File: src/adc_cfg_pkg.sv
// shared constants for the serial configuration register bank
package adc_cfg_pkg;
  localparam int XFER_BITS = 16;
  localparam int HDR_BITS = 3;
  localparam int CTRL_BITS = 12;
  localparam int RANGE_BITS = 8;
  localparam int SEQ_BITS = 8;
  localparam int PD_EDGE = 15;
  // bit counts at which a payload is complete, and the rising-edge count for power-down
  localparam logic [4:0] CNT_HDR = 5'h03;
  localparam logic [4:0] CNT_CTRL_DONE = 5'h0f;
  localparam logic [4:0] CNT_BYTE_DONE = 5'h0b;
  localparam logic [4:0] CNT_XFER = 5'h10;
  localparam logic [4:0] CNT_PD = 5'h0f;
  // register select codes
  localparam logic [1:0] SEL_CTRL = 2'h0;
  localparam logic [1:0] SEL_RANGE_LO = 2'h1;
  localparam logic [1:0] SEL_RANGE_HI = 2'h2;
  localparam logic [1:0] SEL_SEQ = 2'h3;
  // control field positions (12-bit register)
  localparam int CF_ADDR_HI = 11;
  localparam int CF_ADDR_LO = 9;
  localparam int CF_MODE_HI = 8;
  localparam int CF_MODE_LO = 7;
  localparam int CF_PM_HI = 6;
  localparam int CF_PM_LO = 5;
  localparam int CF_CODING = 4;
  localparam int CF_REF = 3;
  localparam int CF_SEQ_A = 2;
  localparam int CF_SEQ_B = 1;
  localparam int CF_WEAK = 0;
  // reset values
  localparam logic [11:0] CTRL_RESET = 12'h000;
  localparam logic [7:0] RANGE_RESET = 8'h00;
  localparam logic [7:0] SEQ_RESET = 8'h00;
  // input arrangement codes
  localparam logic [1:0] MODE_SINGLE = 2'h0;
  localparam logic [1:0] MODE_PSEUDO4 = 2'h1;
  localparam logic [1:0] MODE_DIFF4 = 2'h2;
  localparam logic [1:0] MODE_PSEUDO7 = 2'h3;
  // power codes
  localparam logic [1:0] PM_NORMAL = 2'h0;
  localparam logic [1:0] PM_STANDBY = 2'h1;
  localparam logic [1:0] PM_AUTOSHUT = 2'h2;
  localparam logic [1:0] PM_FULLSHUT = 2'h3;
  // sequencer codes {a,b}
  localparam logic [1:0] SQ_LIST = 2'h1;
  localparam logic [1:0] SQ_CONSEC = 2'h2;
  // input source codes: 0..7 pins, then ground and temperature
  localparam logic [3:0] SRC_GND = 4'h8;
  localparam logic [3:0] SRC_TEMP = 4'h9;
  localparam logic [3:0] SRC_COMMON = 4'h7;
endpackage : adc_cfg_pkg

File: src/cfg_route_if.sv
// channel routing signals between the bank and its input router
`timescale 1ns/1ps
`default_nettype none
interface cfg_route_if;
  logic [2:0] chan;
  logic [1:0] mode;
  logic [3:0] pos_sel;
  logic [3:0] neg_sel;
  modport bank (output chan, output mode, input pos_sel, input neg_sel);
  modport router (input chan, input mode, output pos_sel, output neg_sel);
endinterface : cfg_route_if
`default_nettype wire

File: src/adc_cfg_regs.sv
// serial write-only configuration bank of an eight-channel converter
//
// Function
// - transfer is 16 clocks, top three bits address
// - write bit zero discards the whole transfer
// - write 1, select 00 loads control
// - write 1, select 01 loads first range
// - write 1, select 10 loads second range
// - write 1, select 11 loads sequence register
// - all registers write-only, no readback
// - control register resets to zero
// - new control applies to following conversion
// - address picks channel or consecutive end
// - mode bits select input arrangement
// - pair modes route 2k positive, 2k+1 negative
// - power code 11 is full shutdown
// - code 10 shuts down at 15th rise
// - code 01 standby at 15th rise
// - code 00 keeps everything powered
// - bit 5 chooses output coding
// - bit 4 chooses internal or external reference
// - bits 3,2 hold sequencer control
// - bit 1 chooses weak drive or float
// - sequencer none, flagged list, or consecutive
// - range codes, plus/minus 10 V default
`timescale 1ns/1ps
`default_nettype none
module adc_cfg_regs (
  input wire logic ref_clk,
  input wire logic rst,
  input wire logic sclk,
  input wire logic cs_n,
  input wire logic din,
  input wire logic conv_done,
  output logic [11:0] ctrl_out,
  output logic [7:0] range_lo_out,
  output logic [7:0] range_hi_out,
  output logic [7:0] seq_out,
  output logic [2:0] chan_next,
  output logic [1:0] range_next,
  output logic [3:0] pos_sel,
  output logic [3:0] neg_sel,
  output logic straight_binary,
  output logic int_ref_sel,
  output logic circuit_on,
  output logic reference_on,
  output logic dout_weak,
  output logic dout_idle_bit,
  output logic xfer_done
);
  typedef enum logic [1:0] {
    ST_IDLE = 2'b00,
    ST_SHIFT = 2'b01,
    ST_DONE = 2'b11
  } xfer_state_t;

  logic sclk_s, cs_n_s, din_s;
  logic sclk_d_ff, cs_d_ff;
  logic fall_ev, rise_ev, frame_start, frame_end;
  pin_sync3 #(.RESET_VAL(1'b1)) u_sync_sclk (
    .ref_clk(ref_clk), .rst(rst), .pin(sclk), .level(sclk_s));
  pin_sync3 #(.RESET_VAL(1'b1)) u_sync_cs (
    .ref_clk(ref_clk), .rst(rst), .pin(cs_n), .level(cs_n_s));
  pin_sync3 #(.RESET_VAL(1'b0)) u_sync_din (
    .ref_clk(ref_clk), .rst(rst), .pin(din), .level(din_s));
  assign fall_ev = sclk_d_ff & ~sclk_s & ~cs_n_s;
  assign rise_ev = ~sclk_d_ff & sclk_s & ~cs_n_s;
  assign frame_start = cs_d_ff & ~cs_n_s;
  assign frame_end = ~cs_d_ff & cs_n_s;
  // transfer and register state
  xfer_state_t state_ff, nxt_state;
  logic [15:0] sh_ff, nxt_sh;
  logic [4:0] cnt_ff, nxt_cnt, rcnt_ff, nxt_rcnt;
  logic wr_ff, nxt_wr, upd_ff, nxt_upd, asleep_ff, nxt_asleep;
  logic [1:0] sel_ff, nxt_sel;
  logic [11:0] ctrl_ff, nxt_ctrl;
  logic [7:0] rlo_ff, nxt_rlo, rhi_ff, nxt_rhi, seq_ff, nxt_seq;
  logic done_ff, nxt_done, cir_ff, nxt_cir, refon_ff, nxt_refon;
  logic commit_ctrl, commit_byte;
  logic [1:0] pm;
  assign pm = ctrl_ff[adc_cfg_pkg::CF_PM_HI:adc_cfg_pkg::CF_PM_LO];

  always_comb begin
    nxt_state = state_ff;
    nxt_sh = sh_ff;
    nxt_cnt = cnt_ff;
    nxt_rcnt = rcnt_ff;
    nxt_wr = wr_ff;
    nxt_sel = sel_ff;
    nxt_upd = upd_ff;
    nxt_asleep = asleep_ff;
    nxt_ctrl = ctrl_ff;
    nxt_rlo = rlo_ff;
    nxt_rhi = rhi_ff;
    nxt_seq = seq_ff;
    nxt_done = 1'b0;
    commit_ctrl = 1'b0;
    commit_byte = 1'b0;
    case (state_ff)
      ST_IDLE: begin
        if (frame_start) begin
          nxt_state = ST_SHIFT;
          nxt_cnt = 5'h00;
          nxt_rcnt = 5'h00;
          nxt_wr = 1'b0;
          nxt_upd = 1'b0;
          nxt_asleep = 1'b0; // wake at frame start
        end
      end
      ST_SHIFT: begin
        if (frame_end) begin
          nxt_state = ST_IDLE;
        end else if (fall_ev) begin
          nxt_sh = {sh_ff[14:0], din_s};
          nxt_cnt = cnt_ff + 5'h01;
          if (nxt_cnt == adc_cfg_pkg::CNT_HDR) begin
            nxt_wr = nxt_sh[2];
            nxt_sel = nxt_sh[1:0];
          end
          // write bit 0 leaves wr_ff low and nothing commits
          if (wr_ff && nxt_cnt == adc_cfg_pkg::CNT_CTRL_DONE &&
              sel_ff == adc_cfg_pkg::SEL_CTRL) begin
            commit_ctrl = 1'b1;
            nxt_ctrl = nxt_sh[11:0];
            nxt_upd = 1'b1;
          end
          if (wr_ff && nxt_cnt == adc_cfg_pkg::CNT_BYTE_DONE &&
              sel_ff != adc_cfg_pkg::SEL_CTRL) begin
            commit_byte = 1'b1;
            case (sel_ff)
              adc_cfg_pkg::SEL_RANGE_LO: nxt_rlo = nxt_sh[7:0];
              adc_cfg_pkg::SEL_RANGE_HI: nxt_rhi = nxt_sh[7:0];
              default: nxt_seq = nxt_sh[7:0];
            endcase
          end
          if (nxt_cnt == adc_cfg_pkg::CNT_XFER) begin
            nxt_state = ST_DONE; // later bits ignored
            nxt_done = 1'b1;
          end
        end
      end
      ST_DONE: begin
        if (frame_end) begin
          nxt_state = ST_IDLE;
        end
      end
      default: nxt_state = ST_IDLE;
    endcase
    if (state_ff != ST_IDLE && rise_ev && !frame_end) begin
      nxt_rcnt = (rcnt_ff == 5'h1f) ? rcnt_ff : rcnt_ff + 5'h01;
      if (nxt_rcnt == adc_cfg_pkg::CNT_PD && upd_ff &&
          (pm == adc_cfg_pkg::PM_AUTOSHUT || pm == adc_cfg_pkg::PM_STANDBY)) begin
        nxt_asleep = 1'b1;
      end
    end
    // sleep is only ever set under an auto code; code 00 keeps all on
    nxt_cir = !(pm == adc_cfg_pkg::PM_FULLSHUT || asleep_ff);
    nxt_refon = !(pm == adc_cfg_pkg::PM_FULLSHUT ||
                  (asleep_ff && pm == adc_cfg_pkg::PM_AUTOSHUT));
  end

  always_ff @(posedge ref_clk) begin
    if (rst) begin
      sclk_d_ff <= 1'b1;
      cs_d_ff <= 1'b1;
      state_ff <= ST_IDLE;
      sh_ff <= 16'h0000;
      cnt_ff <= 5'h00;
      rcnt_ff <= 5'h00;
      wr_ff <= 1'b0;
      sel_ff <= 2'h0;
      upd_ff <= 1'b0;
      asleep_ff <= 1'b0;
      ctrl_ff <= adc_cfg_pkg::CTRL_RESET;
      rlo_ff <= adc_cfg_pkg::RANGE_RESET;
      rhi_ff <= adc_cfg_pkg::RANGE_RESET;
      seq_ff <= adc_cfg_pkg::SEQ_RESET;
      done_ff <= 1'b0;
      cir_ff <= 1'b1;
      refon_ff <= 1'b1;
    end else begin
      sclk_d_ff <= sclk_s;
      cs_d_ff <= cs_n_s;
      state_ff <= nxt_state;
      sh_ff <= nxt_sh;
      cnt_ff <= nxt_cnt;
      rcnt_ff <= nxt_rcnt;
      wr_ff <= nxt_wr;
      sel_ff <= nxt_sel;
      upd_ff <= nxt_upd;
      asleep_ff <= nxt_asleep;
      ctrl_ff <= nxt_ctrl;
      rlo_ff <= nxt_rlo;
      rhi_ff <= nxt_rhi;
      seq_ff <= nxt_seq;
      done_ff <= nxt_done;
      cir_ff <= nxt_cir;
      refon_ff <= nxt_refon;
    end
  end

  // sequencer: channel for the following conversion
  logic [2:0] chan_ff, nxt_chan, addr;
  logic [1:0] rng_ff, nxt_rng, sq;
  assign sq = {ctrl_ff[adc_cfg_pkg::CF_SEQ_A], ctrl_ff[adc_cfg_pkg::CF_SEQ_B]};
  assign addr = ctrl_ff[adc_cfg_pkg::CF_ADDR_HI:adc_cfg_pkg::CF_ADDR_LO];

  // next flagged channel above cur, wrapping; sequence msb is channel 0
  function automatic logic [2:0] next_flagged(input logic [2:0] cur,
                                              input logic [7:0] flags,
                                              input logic [2:0] dflt);
    logic [2:0] res;
    logic [2:0] idx;
    res = dflt;
    // farthest first, so the nearest flagged channel wins
    for (int i = 8; i >= 1; i--) begin
      idx = cur + 3'(i);
      if (flags[3'h7 - idx]) begin
        res = idx;
      end
    end
    return res;
  endfunction : next_flagged

  always_comb begin
    nxt_chan = chan_ff;
    case (sq)
      adc_cfg_pkg::SQ_LIST: begin
        if (upd_ff && done_ff) begin
          nxt_chan = next_flagged(3'h7, seq_ff, addr);
        end else if (conv_done) begin
          nxt_chan = next_flagged(chan_ff, seq_ff, addr);
        end
      end
      adc_cfg_pkg::SQ_CONSEC: begin
        if (upd_ff && done_ff) begin
          nxt_chan = 3'h0;
        end else if (conv_done) begin
          nxt_chan = (chan_ff >= addr) ? 3'h0 : chan_ff + 3'h1;
        end
      end
      default: nxt_chan = addr;
    endcase
    case (nxt_chan[1:0])
      2'h0: nxt_rng = nxt_chan[2] ? rhi_ff[7:6] : rlo_ff[7:6];
      2'h1: nxt_rng = nxt_chan[2] ? rhi_ff[5:4] : rlo_ff[5:4];
      2'h2: nxt_rng = nxt_chan[2] ? rhi_ff[3:2] : rlo_ff[3:2];
      default: nxt_rng = nxt_chan[2] ? rhi_ff[1:0] : rlo_ff[1:0];
    endcase
  end

  always_ff @(posedge ref_clk) begin
    if (rst) begin
      chan_ff <= 3'h0;
      rng_ff <= 2'h0;
    end else begin
      chan_ff <= nxt_chan;
      rng_ff <= nxt_rng;
    end
  end

  // input routing for the following conversion
  cfg_route_if rt ();
  input_router u_router (.rt(rt));
  assign rt.chan = chan_ff;
  assign rt.mode = ctrl_ff[adc_cfg_pkg::CF_MODE_HI:adc_cfg_pkg::CF_MODE_LO];
  logic [3:0] pos_ff, neg_ff;
  always_ff @(posedge ref_clk) begin
    if (rst) begin
      pos_ff <= 4'h0;
      neg_ff <= adc_cfg_pkg::SRC_GND;
    end else begin
      pos_ff <= rt.pos_sel;
      neg_ff <= rt.neg_sel;
    end
  end

  // configuration goes only to the converter core, never to a read port
  assign ctrl_out = ctrl_ff;
  assign range_lo_out = rlo_ff;
  assign range_hi_out = rhi_ff;
  assign seq_out = seq_ff;
  assign chan_next = chan_ff;
  assign range_next = rng_ff;
  assign pos_sel = pos_ff;
  assign neg_sel = neg_ff;
  assign straight_binary = ctrl_ff[adc_cfg_pkg::CF_CODING];
  assign int_ref_sel = ctrl_ff[adc_cfg_pkg::CF_REF];
  assign circuit_on = cir_ff;
  assign reference_on = refon_ff;
  assign dout_weak = ctrl_ff[adc_cfg_pkg::CF_WEAK];
  assign dout_idle_bit = chan_ff[2];
  assign xfer_done = done_ff;

  chk_ctrl_reset: assert property (@(posedge ref_clk) $past(rst) |-> ctrl_ff == 12'h000)
    else $error("control not zero after reset");
  chk_discard_write: assert property (@(posedge ref_clk) disable iff (rst)
    (state_ff == ST_SHIFT && cnt_ff >= 5'h03 && !wr_ff) |=>
    ($stable(ctrl_ff) && $stable(rlo_ff) && $stable(rhi_ff) && $stable(seq_ff)))
    else $error("register changed in a discarded transfer");
  chk_ctrl_load: assert property (@(posedge ref_clk) disable iff (rst)
    commit_ctrl |=> (ctrl_ff == $past(nxt_sh[11:0]) && cnt_ff == 5'h0f && sel_ff == 2'h0))
    else $error("control load wrong");
  chk_range_lo: assert property (@(posedge ref_clk) disable iff (rst)
    (commit_byte && sel_ff == 2'h1) |=> (rlo_ff == $past(nxt_sh[7:0]) && cnt_ff == 5'h0b))
    else $error("first range load wrong");
  chk_range_hi: assert property (@(posedge ref_clk) disable iff (rst)
    (commit_byte && sel_ff == 2'h2) |=> (rhi_ff == $past(nxt_sh[7:0]) && $stable(rlo_ff)))
    else $error("second range load wrong");
  chk_seq_load: assert property (@(posedge ref_clk) disable iff (rst)
    (commit_byte && sel_ff == 2'h3) |=> (seq_ff == $past(nxt_sh[7:0]) && $stable(ctrl_ff)))
    else $error("sequence load wrong");
  chk_xfer_len: assert property (@(posedge ref_clk) disable iff (rst)
    done_ff |-> (cnt_ff == 5'h10 && state_ff == ST_DONE))
    else $error("transfer end not at sixteen bits");
  chk_auto_shut: assert property (@(posedge ref_clk) disable iff (rst)
    (rise_ev && !frame_end && state_ff != ST_IDLE && rcnt_ff == 5'h0e && upd_ff &&
     pm == 2'h2) |=> ##1 (!circuit_on && !reference_on))
    else $error("autoshutdown not entered on fifteenth rise");
  chk_auto_standby: assert property (@(posedge ref_clk) disable iff (rst)
    (rise_ev && !frame_end && state_ff != ST_IDLE && rcnt_ff == 5'h0e && upd_ff &&
     pm == 2'h1) |=> ##1 (!circuit_on && reference_on))
    else $error("autostandby not entered on fifteenth rise");
  chk_full_shut: assert property (@(posedge ref_clk) disable iff (rst)
    (pm == 2'h3 && $past(pm) == 2'h3) |-> (!circuit_on && !reference_on))
    else $error("full shutdown left circuitry on");
  chk_normal_on: assert property (@(posedge ref_clk) disable iff (rst)
    (pm == 2'h0 && $past(pm) == 2'h0) |-> (circuit_on && reference_on))
    else $error("normal mode powered down");
  chk_consec_wrap: assert property (@(posedge ref_clk) disable iff (rst)
    (conv_done && sq == 2'h2 && !(upd_ff && done_ff) && chan_ff == addr) |=> chan_ff == 3'h0)
    else $error("consecutive sequence did not wrap");
endmodule : adc_cfg_regs
`default_nettype wire

File: src/pin_sync3.sv
// three-stage pin synchroniser with agreement filter
`timescale 1ns/1ps
`default_nettype none
module pin_sync3 #(
  parameter logic RESET_VAL = 1'b0
) (
  input wire logic ref_clk,
  input wire logic rst,
  input wire logic pin,
  output logic level
);
  logic s1_ff;
  logic s2_ff;
  logic s3_ff;
  logic lvl_ff;
  logic nxt_lvl;

  // change accepted only once stages two and three agree
  always_comb begin
    nxt_lvl = (s2_ff == s3_ff) ? s2_ff : lvl_ff;
  end

  always_ff @(posedge ref_clk) begin
    if (rst) begin
      s1_ff <= RESET_VAL;
      s2_ff <= RESET_VAL;
      s3_ff <= RESET_VAL;
      lvl_ff <= RESET_VAL;
    end else begin
      s1_ff <= pin;
      s2_ff <= s1_ff;
      s3_ff <= s2_ff;
      lvl_ff <= nxt_lvl;
    end
  end

  assign level = lvl_ff;
endmodule : pin_sync3
`default_nettype wire

File: src/input_router.sv
// maps channel address and arrangement onto positive and negative inputs
`timescale 1ns/1ps
`default_nettype none
module input_router (
  cfg_route_if.router rt
);
  always_comb begin
    rt.pos_sel = {1'b0, rt.chan};
    rt.neg_sel = adc_cfg_pkg::SRC_GND;
    case (rt.mode)
      adc_cfg_pkg::MODE_PSEUDO7: begin
        if (rt.chan == 3'h7) begin
          rt.pos_sel = adc_cfg_pkg::SRC_TEMP;
          rt.neg_sel = adc_cfg_pkg::SRC_TEMP;
        end else begin
          rt.neg_sel = adc_cfg_pkg::SRC_COMMON;
        end
      end
      adc_cfg_pkg::MODE_DIFF4, adc_cfg_pkg::MODE_PSEUDO4: begin
        rt.pos_sel = {1'b0, rt.chan[2:1], 1'b0};
        rt.neg_sel = {1'b0, rt.chan[2:1], 1'b1};
      end
      default: begin
        rt.pos_sel = {1'b0, rt.chan};
        rt.neg_sel = adc_cfg_pkg::SRC_GND;
      end
    endcase
  end
endmodule : input_router
`default_nettype wire

File: config.mk
export PLATFORM = sky130hd
export DESIGN_NAME = adc_cfg_regs
export DESIGN_NICKNAME = d
export VERILOG_FILES = /design/src/adc_cfg_pkg.sv /design/src/cfg_route_if.sv /design/src/adc_cfg_regs.sv /design/src/pin_sync3.sv /design/src/input_router.sv
export SDC_FILE = /design/constraint.sdc
export NUM_CORES = 1
export LEC_CHECK = 0
export BUFFER_PORTS_ARGS = -buffer_cell sky130_fd_sc_hd__buf_2
export CORE_UTILIZATION = 35
export DETAILED_ROUTE_END_ITERATION = 12
export PLACE_DENSITY = 0.59
export SYNTH_ARGS = -nofsm -noshare
export SYNTH_HDL_FRONTEND = slang
export SYNTH_SLANG_ARGS = --single-unit
File: constraint.sdc
create_clock -name ref_clk -period 6.6 [get_ports ref_clk]
set_clock_uncertainty 0.15 [all_clocks]
set_input_delay 0.99 -clock ref_clk [delete_from_list [all_inputs] [get_ports ref_clk]]
set_output_delay 0.99 -clock ref_clk [all_outputs]
set_load 0.05 [all_outputs]
==> results of run 1 <==
[synthesized netlist by cell type (all sizes together) (2+ instances only)]
library cell	n
dfxtp	94
mux4	10
xnor2	4
nor2b	12
a32oi	2
buf	16
a22oi	4
a21boi	2
xor2	6
nand2	63
a221oi	5
a21o	2
o41ai	3
ha	19
nor4	4
o211ai	2
mux2i	41
and3	2
nand3b	2
and2	4
nand2b	3
o2bb2ai	3
o21bai	8
nand3	24
nor4b	3
nand4	4
a21oi	51
a211oi	2
a2111oi	3
clkbuf	27
nor2	58
or2	9
a22o	3
a31oi	7
nor3	17
o21ai	11
inv	24
mux2	7
[worst max path at each step]
stage	startpoint	to	slack, ps
final	chan_next[0]$_SDFF_PP0_	range_next[0]$_SDFF_PP0_	1280
after global routing	chan_next[0]$_SDFF_PP0_	range_next[1]$_SDFF_PP0_	910
after CTS	chan_next[0]$_SDFF_PP0_	range_next[0]$_SDFF_PP0_	1290
after detailed placement	chan_next[0]$_SDFF_PP0_	range_next[0]$_SDFF_PP0_	1320
after global placement	chan_next[0]$_SDFF_PP0_	range_next[1]$_SDFF_PP0_	1520
after floorplan	chan_next[1]$_SDFF_PP0_	range_next[0]$_SDFF_PP0_	2600
[cell families after synthesis]
logic type               after synthesis
AND/OR/NAND/NOR                      206
adder cells (fa/ha/maj)               19
XOR/XNOR                              10
buffers and inverters                 68
flip-flops                            94
multiplexers                          58
AO/OA/AOI/OAI                        117
[routing by layer]
metal	track usage [%]	up-vias	wire, um
met4	7.48	0	241
met3	3.54	20	598
met5	0	-	0
met2	29.2	133	5790
li1	-	2086	-
met1	22.6	1990	5600
[cell usage in the layout, fill, tap and decap left out, types with 3 or more instances in the layout]
cell type / n
clkbuf_16: 9
nor4_1: 4
nand2_1: 63
nor2_1: 58
nand3_1: 24
xor2_1: 6
nor4b_1: 3
dfxtp_1: 94
buf_2: 61
buf_4: 4
o21bai_1: 8
nand4_1: 4
a22oi_1: 4
a221oi_1: 5
or2_2: 9
mux2i_1: 41
nor2b_1: 12
o2bb2ai_1: 3
ha_1: 19
mux4_2: 8
a21oi_1: 51
mux2_2: 7
a31oi_1: 7
a22o_1: 3
o21ai_0: 10
nor3_1: 15
inv_1: 24
a2111oi_0: 3
xnor2_1: 4
nand2b_1: 3
and2_1: 3
[metrics by stage]
stage / cell area, um^2 / utilization, % / hold WS (ps) / worst slack, ps / power, W
final: 5560 / 40.2 / 261 / 1280 / 0.00105
after global routing: 5560 / 40.2 / 279 / 910 / 0.00110
after CTS: 5560 / 40.2 / 265 / 1290 / 0.00107
after detailed placement: 5300 / 38.3 / 249 / 1320 / 0.000599
after global placement: 5300 / 38.3 / 245 / 1520 / 0.000598
after floorplan: 4940 / - / 239 / 2600 / 0.000595
[layout make-up]
class / instances / share of cell area [%]
flip-flops and latches: 94 / 33.9
clock buffers: 10 / 4.12
clock inverters: 5 / 0.630
well taps: 180 / 4.05
repair buffers: 65 / 6.03
inverters: 25 / 1.69
multi-input cells: 410 / 49.6
[power by group through the flow]
stage | Combinational (W) | Sequential [W] | Clock [W]
6_report | 0.0000154 | 0.000570 | 0.000468
5_1_grt | 0.0000173 | 0.000570 | 0.000508
4_1_cts | 0.0000155 | 0.000570 | 0.000485
3_5_place_dp | 0.0000155 | 0.000583 | 0
3_3_place_gp | 0.0000154 | 0.000583 | 0
2_1_floorplan | 0.0000120 | 0.000583 | 0
[state kept, by name, indices dropped and copies added, names as in the netlist, 2 cells and up]
| signal | flops |
|---|---|
| chan_next | 3 |
| cnt_ff | 5 |
| ctrl_out | 12 |
| neg_sel | 4 |
| pos_sel | 4 |
| range_hi_out | 8 |
| range_lo_out | 8 |
| range_next | 2 |
| rcnt_ff | 5 |
| sel_ff | 2 |
| seq_out | 8 |
| sh_ff | 11 |
| state_ff | 2 |
==> qor.txt, run 1 <==
outcome -> complete, no violations
FP Rows -> 43
post-synthesis compound-gate area fraction -> 15.3%
Min Clock Period, post-route -> 5320 ps
Via density -> 5.36
Fin Setup TNS -> 0 ps
Placed Cells incl. Taps -> 774
clk buf depth -> 2
Total Routing Usage GR -> 17.8%
maximum resistive drop on vdd -> 0.107 mV
clock power share -> 44.4%
DR DRC count -> 0
PortBufs -> 61
Routed Antenna Nets -> 0
Gate Count Post-Synth -> 572
largest area contributor in the netlist -> dfxtp_1
Synth Area in Adders -> 4.81%
final wirelength -> 12200 um
vias in the first global route -> 4045
Flop pwr share -> 54.1%
Setup Viol. Count Final -> 0
I/O pin total -> 62
power share of the combinational group -> 1.5%
H-tree Lvls -> 3
CTS root buf -> clkbuf_16
critical path type -> register to register
chip width -> 121 um
Num CTS Buffers -> 9
Critical Path Sink Type -> register
post-CTS setup repair buffer count -> 0
final max-slew violation count -> 0
synth top area cells -> dfxtp_1 38%, mux2i_1 8.3%, a21oi_1 5.2%, ha_1 4.8%, nand2_1 4.8%
WP data arrival -> 5440 ps
Hold EP -> u_sync_sclk.s2_ff$_SDFF_PP1_
Worst Max-Slew Pin Slew -> 1270 ps
final non-filler cell total -> 789
r2r endpoint -> range_next[0]$_SDFF_PP0_
hold path depth -> 1
Die Span Y -> 121 um
initial antenna violation count -> 0
first-pass GRT wire length -> 20300 um
FMAX -> 0.188 GHz
Final Hold Viols -> 0
# hold bufs at CTS -> 0
Worst-path clk slew -> 70 ps
fraction of layout cells with a size suffix above 1 -> 17.4%
Pleak -> 2.20 nW
vias post-DR -> 4229
EDFF count, synth -> 0
main combinational cell family by area after synthesis -> simple AND/OR/NAND/NOR gates
Yosys warning count -> 0
Layout Area Growth over Synthesis -> 12.5%
share of Yosys cell area claimed by the top area cell type -> 38.1%
worst reg-to-reg path cell count -> 11
Worst Hold Launch -> u_sync_sclk.s1_ff$_SDFF_PP1_
final critical-path share of the clock period -> 80.6%
Syn Nets -> 597
Antenna diodes -> 0
asr flop ratio synth -> 0%
total power divided by cell area -> 190 mW/mm^2
switching share of power -> 21.5%
Worst R2R Start -> chan_next[0]$_SDFF_PP0_
Primary FF master, synth -> dfxtp_1
Resize count post-CTS -> 0
Cell Chain, Critical Path -> clkinv_1 -> ha_1 -> mux4_2 -> nor2b_1 -> a21oi_1 -> a32oi_1 -> o21a_1 -> o41ai_2 -> mux2i_1 -> mux2_2 -> o2bb2ai_1
Hold Crit Class -> register to register
Pint -> 0.000827 W
critical path's top delay family -> compound AO/OA/AOI/OAI gates
Switching Power -> 0.000227 W
Layout Nets -> 630
multi-input logic area -> 0.00276 mm^2
largest net degree at the start of global routing -> 70
Slowest-stage cell, CP -> o41ai_2
CP startpoint kind -> register
Worst path max stage delay -> 1100 ps
Worst Path Max Fanout -> 17
CTS Sinks -> 94
initial core utilization -> 35.7%
GRT overflow -> 0
Reg2Reg Setup Slack -> 1280 ps
sequential cell area -> 0.00188 mm^2
DP HPWL -> 8700 um
die area -> 0.0146 mm^2
number of fillers in the final layout -> 1364
routability cong. -> 0.860
Rel. slew slack -> 14.5%
unrepaired setup endpoints after global routing -> false
Synth Area in Simple Gates -> 19.3%
Mapped Avg Cell Area -> 8.64 um^2
Crit path depth -> 11
WP buf/inv -> 1
post-synthesis register bit count -> 94
critical path data required time -> 6720 ps
DR iter-0 viols -> 504
Core ar. -> 0.0138 mm^2
CTS tree -> built
mux contribution to synthesized area -> 14.6%
Post-Syn Area -> 0.00494 mm^2
DRT Pass-1 Iters -> 6
max-cap viol count -> 0
Clk Latency, worst-skew pair -> 340 ps
sequential element share of the synthesized area -> 38.1%
Post-Synth XOR/XNOR Area -> 1.77%
mean routed wirelength per cell -> 15.5 um
Netlist cell types -> 57
Power figures use the tool's default switching activity.
==> inputs of run 2 (changes only) <==
clock period = 4.9 ns   (was 6.6 ns; I/O delays follow)
==> qor.txt, run 2 (synthesis gave the netlist of run 1 again) <==
outcome -> complete, no violations
critical path's top delay family -> multiplexers
most used cell, CP -> mux2i_1
final max-slew violation count -> 0
mean routed wirelength per cell -> 16.2 um
chip width -> 121 um
Antenna diodes -> 0
initial antenna violation count -> 0
clk buf depth -> 2
die area -> 0.0146 mm^2
Die Span Y -> 121 um
pre-CTS setup slack -> 983 ps
Worst-path clk slew -> 70 ps
routability cong. -> 0.837
most common cell after layout, fill and taps aside -> dfxtp_1
FMAX -> 0.254 GHz
number of fillers in the final layout -> 1412
Worst R2R Start -> chan_next[0]$_SDFF_PP0_
end point of the critical path -> range_next[0]$_SDFF_PP0_
worst reg-to-reg path cell count -> 12
GRT overflow -> 0
CTS root buf -> clkbuf_16
maximum resistive drop on vdd -> 0.144 mV
Total Routing Usage GR -> 18.4%
most frequent cells in the layout -> 94 x dfxtp_1, 63 x nand2_1, 61 x buf_2
DRT Pass-1 Iters -> 5
largest net degree at the start of global routing -> 64
Crit path depth -> 12
final critical-path share of the clock period -> 80.3%
DR iter-0 viols -> 312
Num CTS Buffers -> 9
Min Clock Period, post-route -> 3930 ps
Worst path max stage delay -> 800 ps
WP data arrival -> 4020 ps
final instance area -> 0.00559 mm^2
FP Rows -> 43
Fin Setup TNS -> 0 ps
WP buf/inv -> 2
Layout Nets -> 632
DR DRC count -> 0
Reg2Reg Setup Slack -> 970 ps
Final Hold Viols -> 0
Worst Path Max Fanout -> 15
dpl cell area -> 0.00531 mm^2
crit path from -> chan_next[0]$_SDFF_PP0_
PortBufs -> 61
final wirelength -> 12800 um
Core ar. -> 0.0138 mm^2
Cell Chain, Critical Path -> clkinv_1 -> ha_1 -> mux4_2 -> nor2b_1 -> a21oi_1 -> a32oi_1 -> o21a_1 -> o41ai_2 -> buf_4 -> mux2i_1 -> mux2i_1 -> o2bb2ai_1
Worst Max-Slew Pin Slew -> 1100 ps
CTS tree -> built
CP startpoint kind -> register
Largest register FFs -> 12
I/O pin total -> 62
first-pass GRT wire length -> 20700 um
Routed Antenna Nets -> 0
Hold Crit Class -> register to register
Rel. slew slack -> 26.4%
CTS Sinks -> 94
# hold bufs at CTS -> 0
Pleak -> 2.22 nW
DP HPWL -> 9130 um
Critical Path Sink Type -> register
unrepaired setup endpoints after global routing -> false
vias in the first global route -> 4025
r2r endpoint -> range_next[0]$_SDFF_PP0_
initial core utilization -> 35.7%
vias post-DR -> 4252
Slowest-stage cell, CP -> ha_1
Clk Latency, worst-skew pair -> 350 ps
Via density -> 5.37
fraction of layout cells with a size suffix above 1 -> 17.8%
total power divided by cell area -> 261 mW/mm^2
post-CTS setup repair buffer count -> 0
final non-filler cell total -> 792
critical path type -> register to register
Layout Area Growth over Synthesis -> 13.2%
critical path data required time -> 4980 ps
Overall Power -> 0.00146 W
Setup Viol. Count Final -> 0
max-cap viol count -> 0
Resize count post-CTS -> 0
Placed Cells incl. Taps -> 776
H-tree Lvls -> 3
worst setup margin -> 967 ps
==> run 2: cell types whose count changed in the layout (fill, tap and decap cells not counted) <==
| cell | before | now |
|---|---|---|
| clkbuf_8 | 0 | 1 |
| clkinv_2 | 2 | 1 |
| buf_4 | 4 | 6 |
| inv_8 | 0 | 1 |
==> run 2: metrics by stage <==
step	hold WS (ps)	util, %
global placement	245	38.4
finish	259	40.5
CTS	260	40.5
floorplan	239	-
global route	290	40.5
detailed placement	247	38.4
==> run 2: where the power goes <==
part | switching (W) | total, W | internal (W)
logic | 0.0000156 | 0.0000214 | 0.00000576
clock network | 0.000309 | 0.000672 | 0.000363
registers | 0.00000125 | 0.000768 | 0.000767
total | 0.000325 | 0.00146 | 0.00114
==> run 2: worst min path at each step <==
stage / cells past startpoint / end / start
after floorplan: 1 / u_sync_cs.s2_ff$_SDFF_PP1_ / u_sync_cs.s1_ff$_SDFF_PP1_
after global placement: 1 / u_sync_sclk.s2_ff$_SDFF_PP1_ / u_sync_sclk.s1_ff$_SDFF_PP1_
after detailed placement: 1 / u_sync_sclk.s2_ff$_SDFF_PP1_ / u_sync_sclk.s1_ff$_SDFF_PP1_
after CTS: 1 / u_sync_sclk.s2_ff$_SDFF_PP1_ / u_sync_sclk.s1_ff$_SDFF_PP1_
after global routing: 1 / u_sync_cs.s2_ff$_SDFF_PP1_ / u_sync_cs.s1_ff$_SDFF_PP1_
final: 1 / u_sync_sclk.s2_ff$_SDFF_PP1_ / u_sync_sclk.s1_ff$_SDFF_PP1_
==> run 2: routing by layer <==
layer	wire length, um	share of wire (%)	vias up	track usage [%]
met3	544	4.2	30	2.59
met4	348	2.7	0	10.2
li1	-	-	2085	-
met1	5850	45	2021	23.3
met5	0	0	-	0
met2	6110	48	116	30.0
==> run 2: worst reg2reg max path, delay by kind of cell, from the launching register on <==
family	cells	cell delay (ps)
compound gates	5	910
flops	1	330
simple gates	1	150
mux	3	950
buf+inv	2	520
fa+ha+maj	1	800
==> run 2: cell type report <==
type / count / area [um^2] / area share, %
Sequential cell: 94 / 1880 / 33.6
Multi-Input combinational cell: 410 / 2760 / 49.3
Timing Repair Buffer: 67 / 350 / 6.26
Tap cell: 180 / 225 / 4.03
Clock buffer: 11 / 243 / 4.34
Clock inverter: 5 / 41.3 / 0.738
Inverter: 25 / 93.8 / 1.68
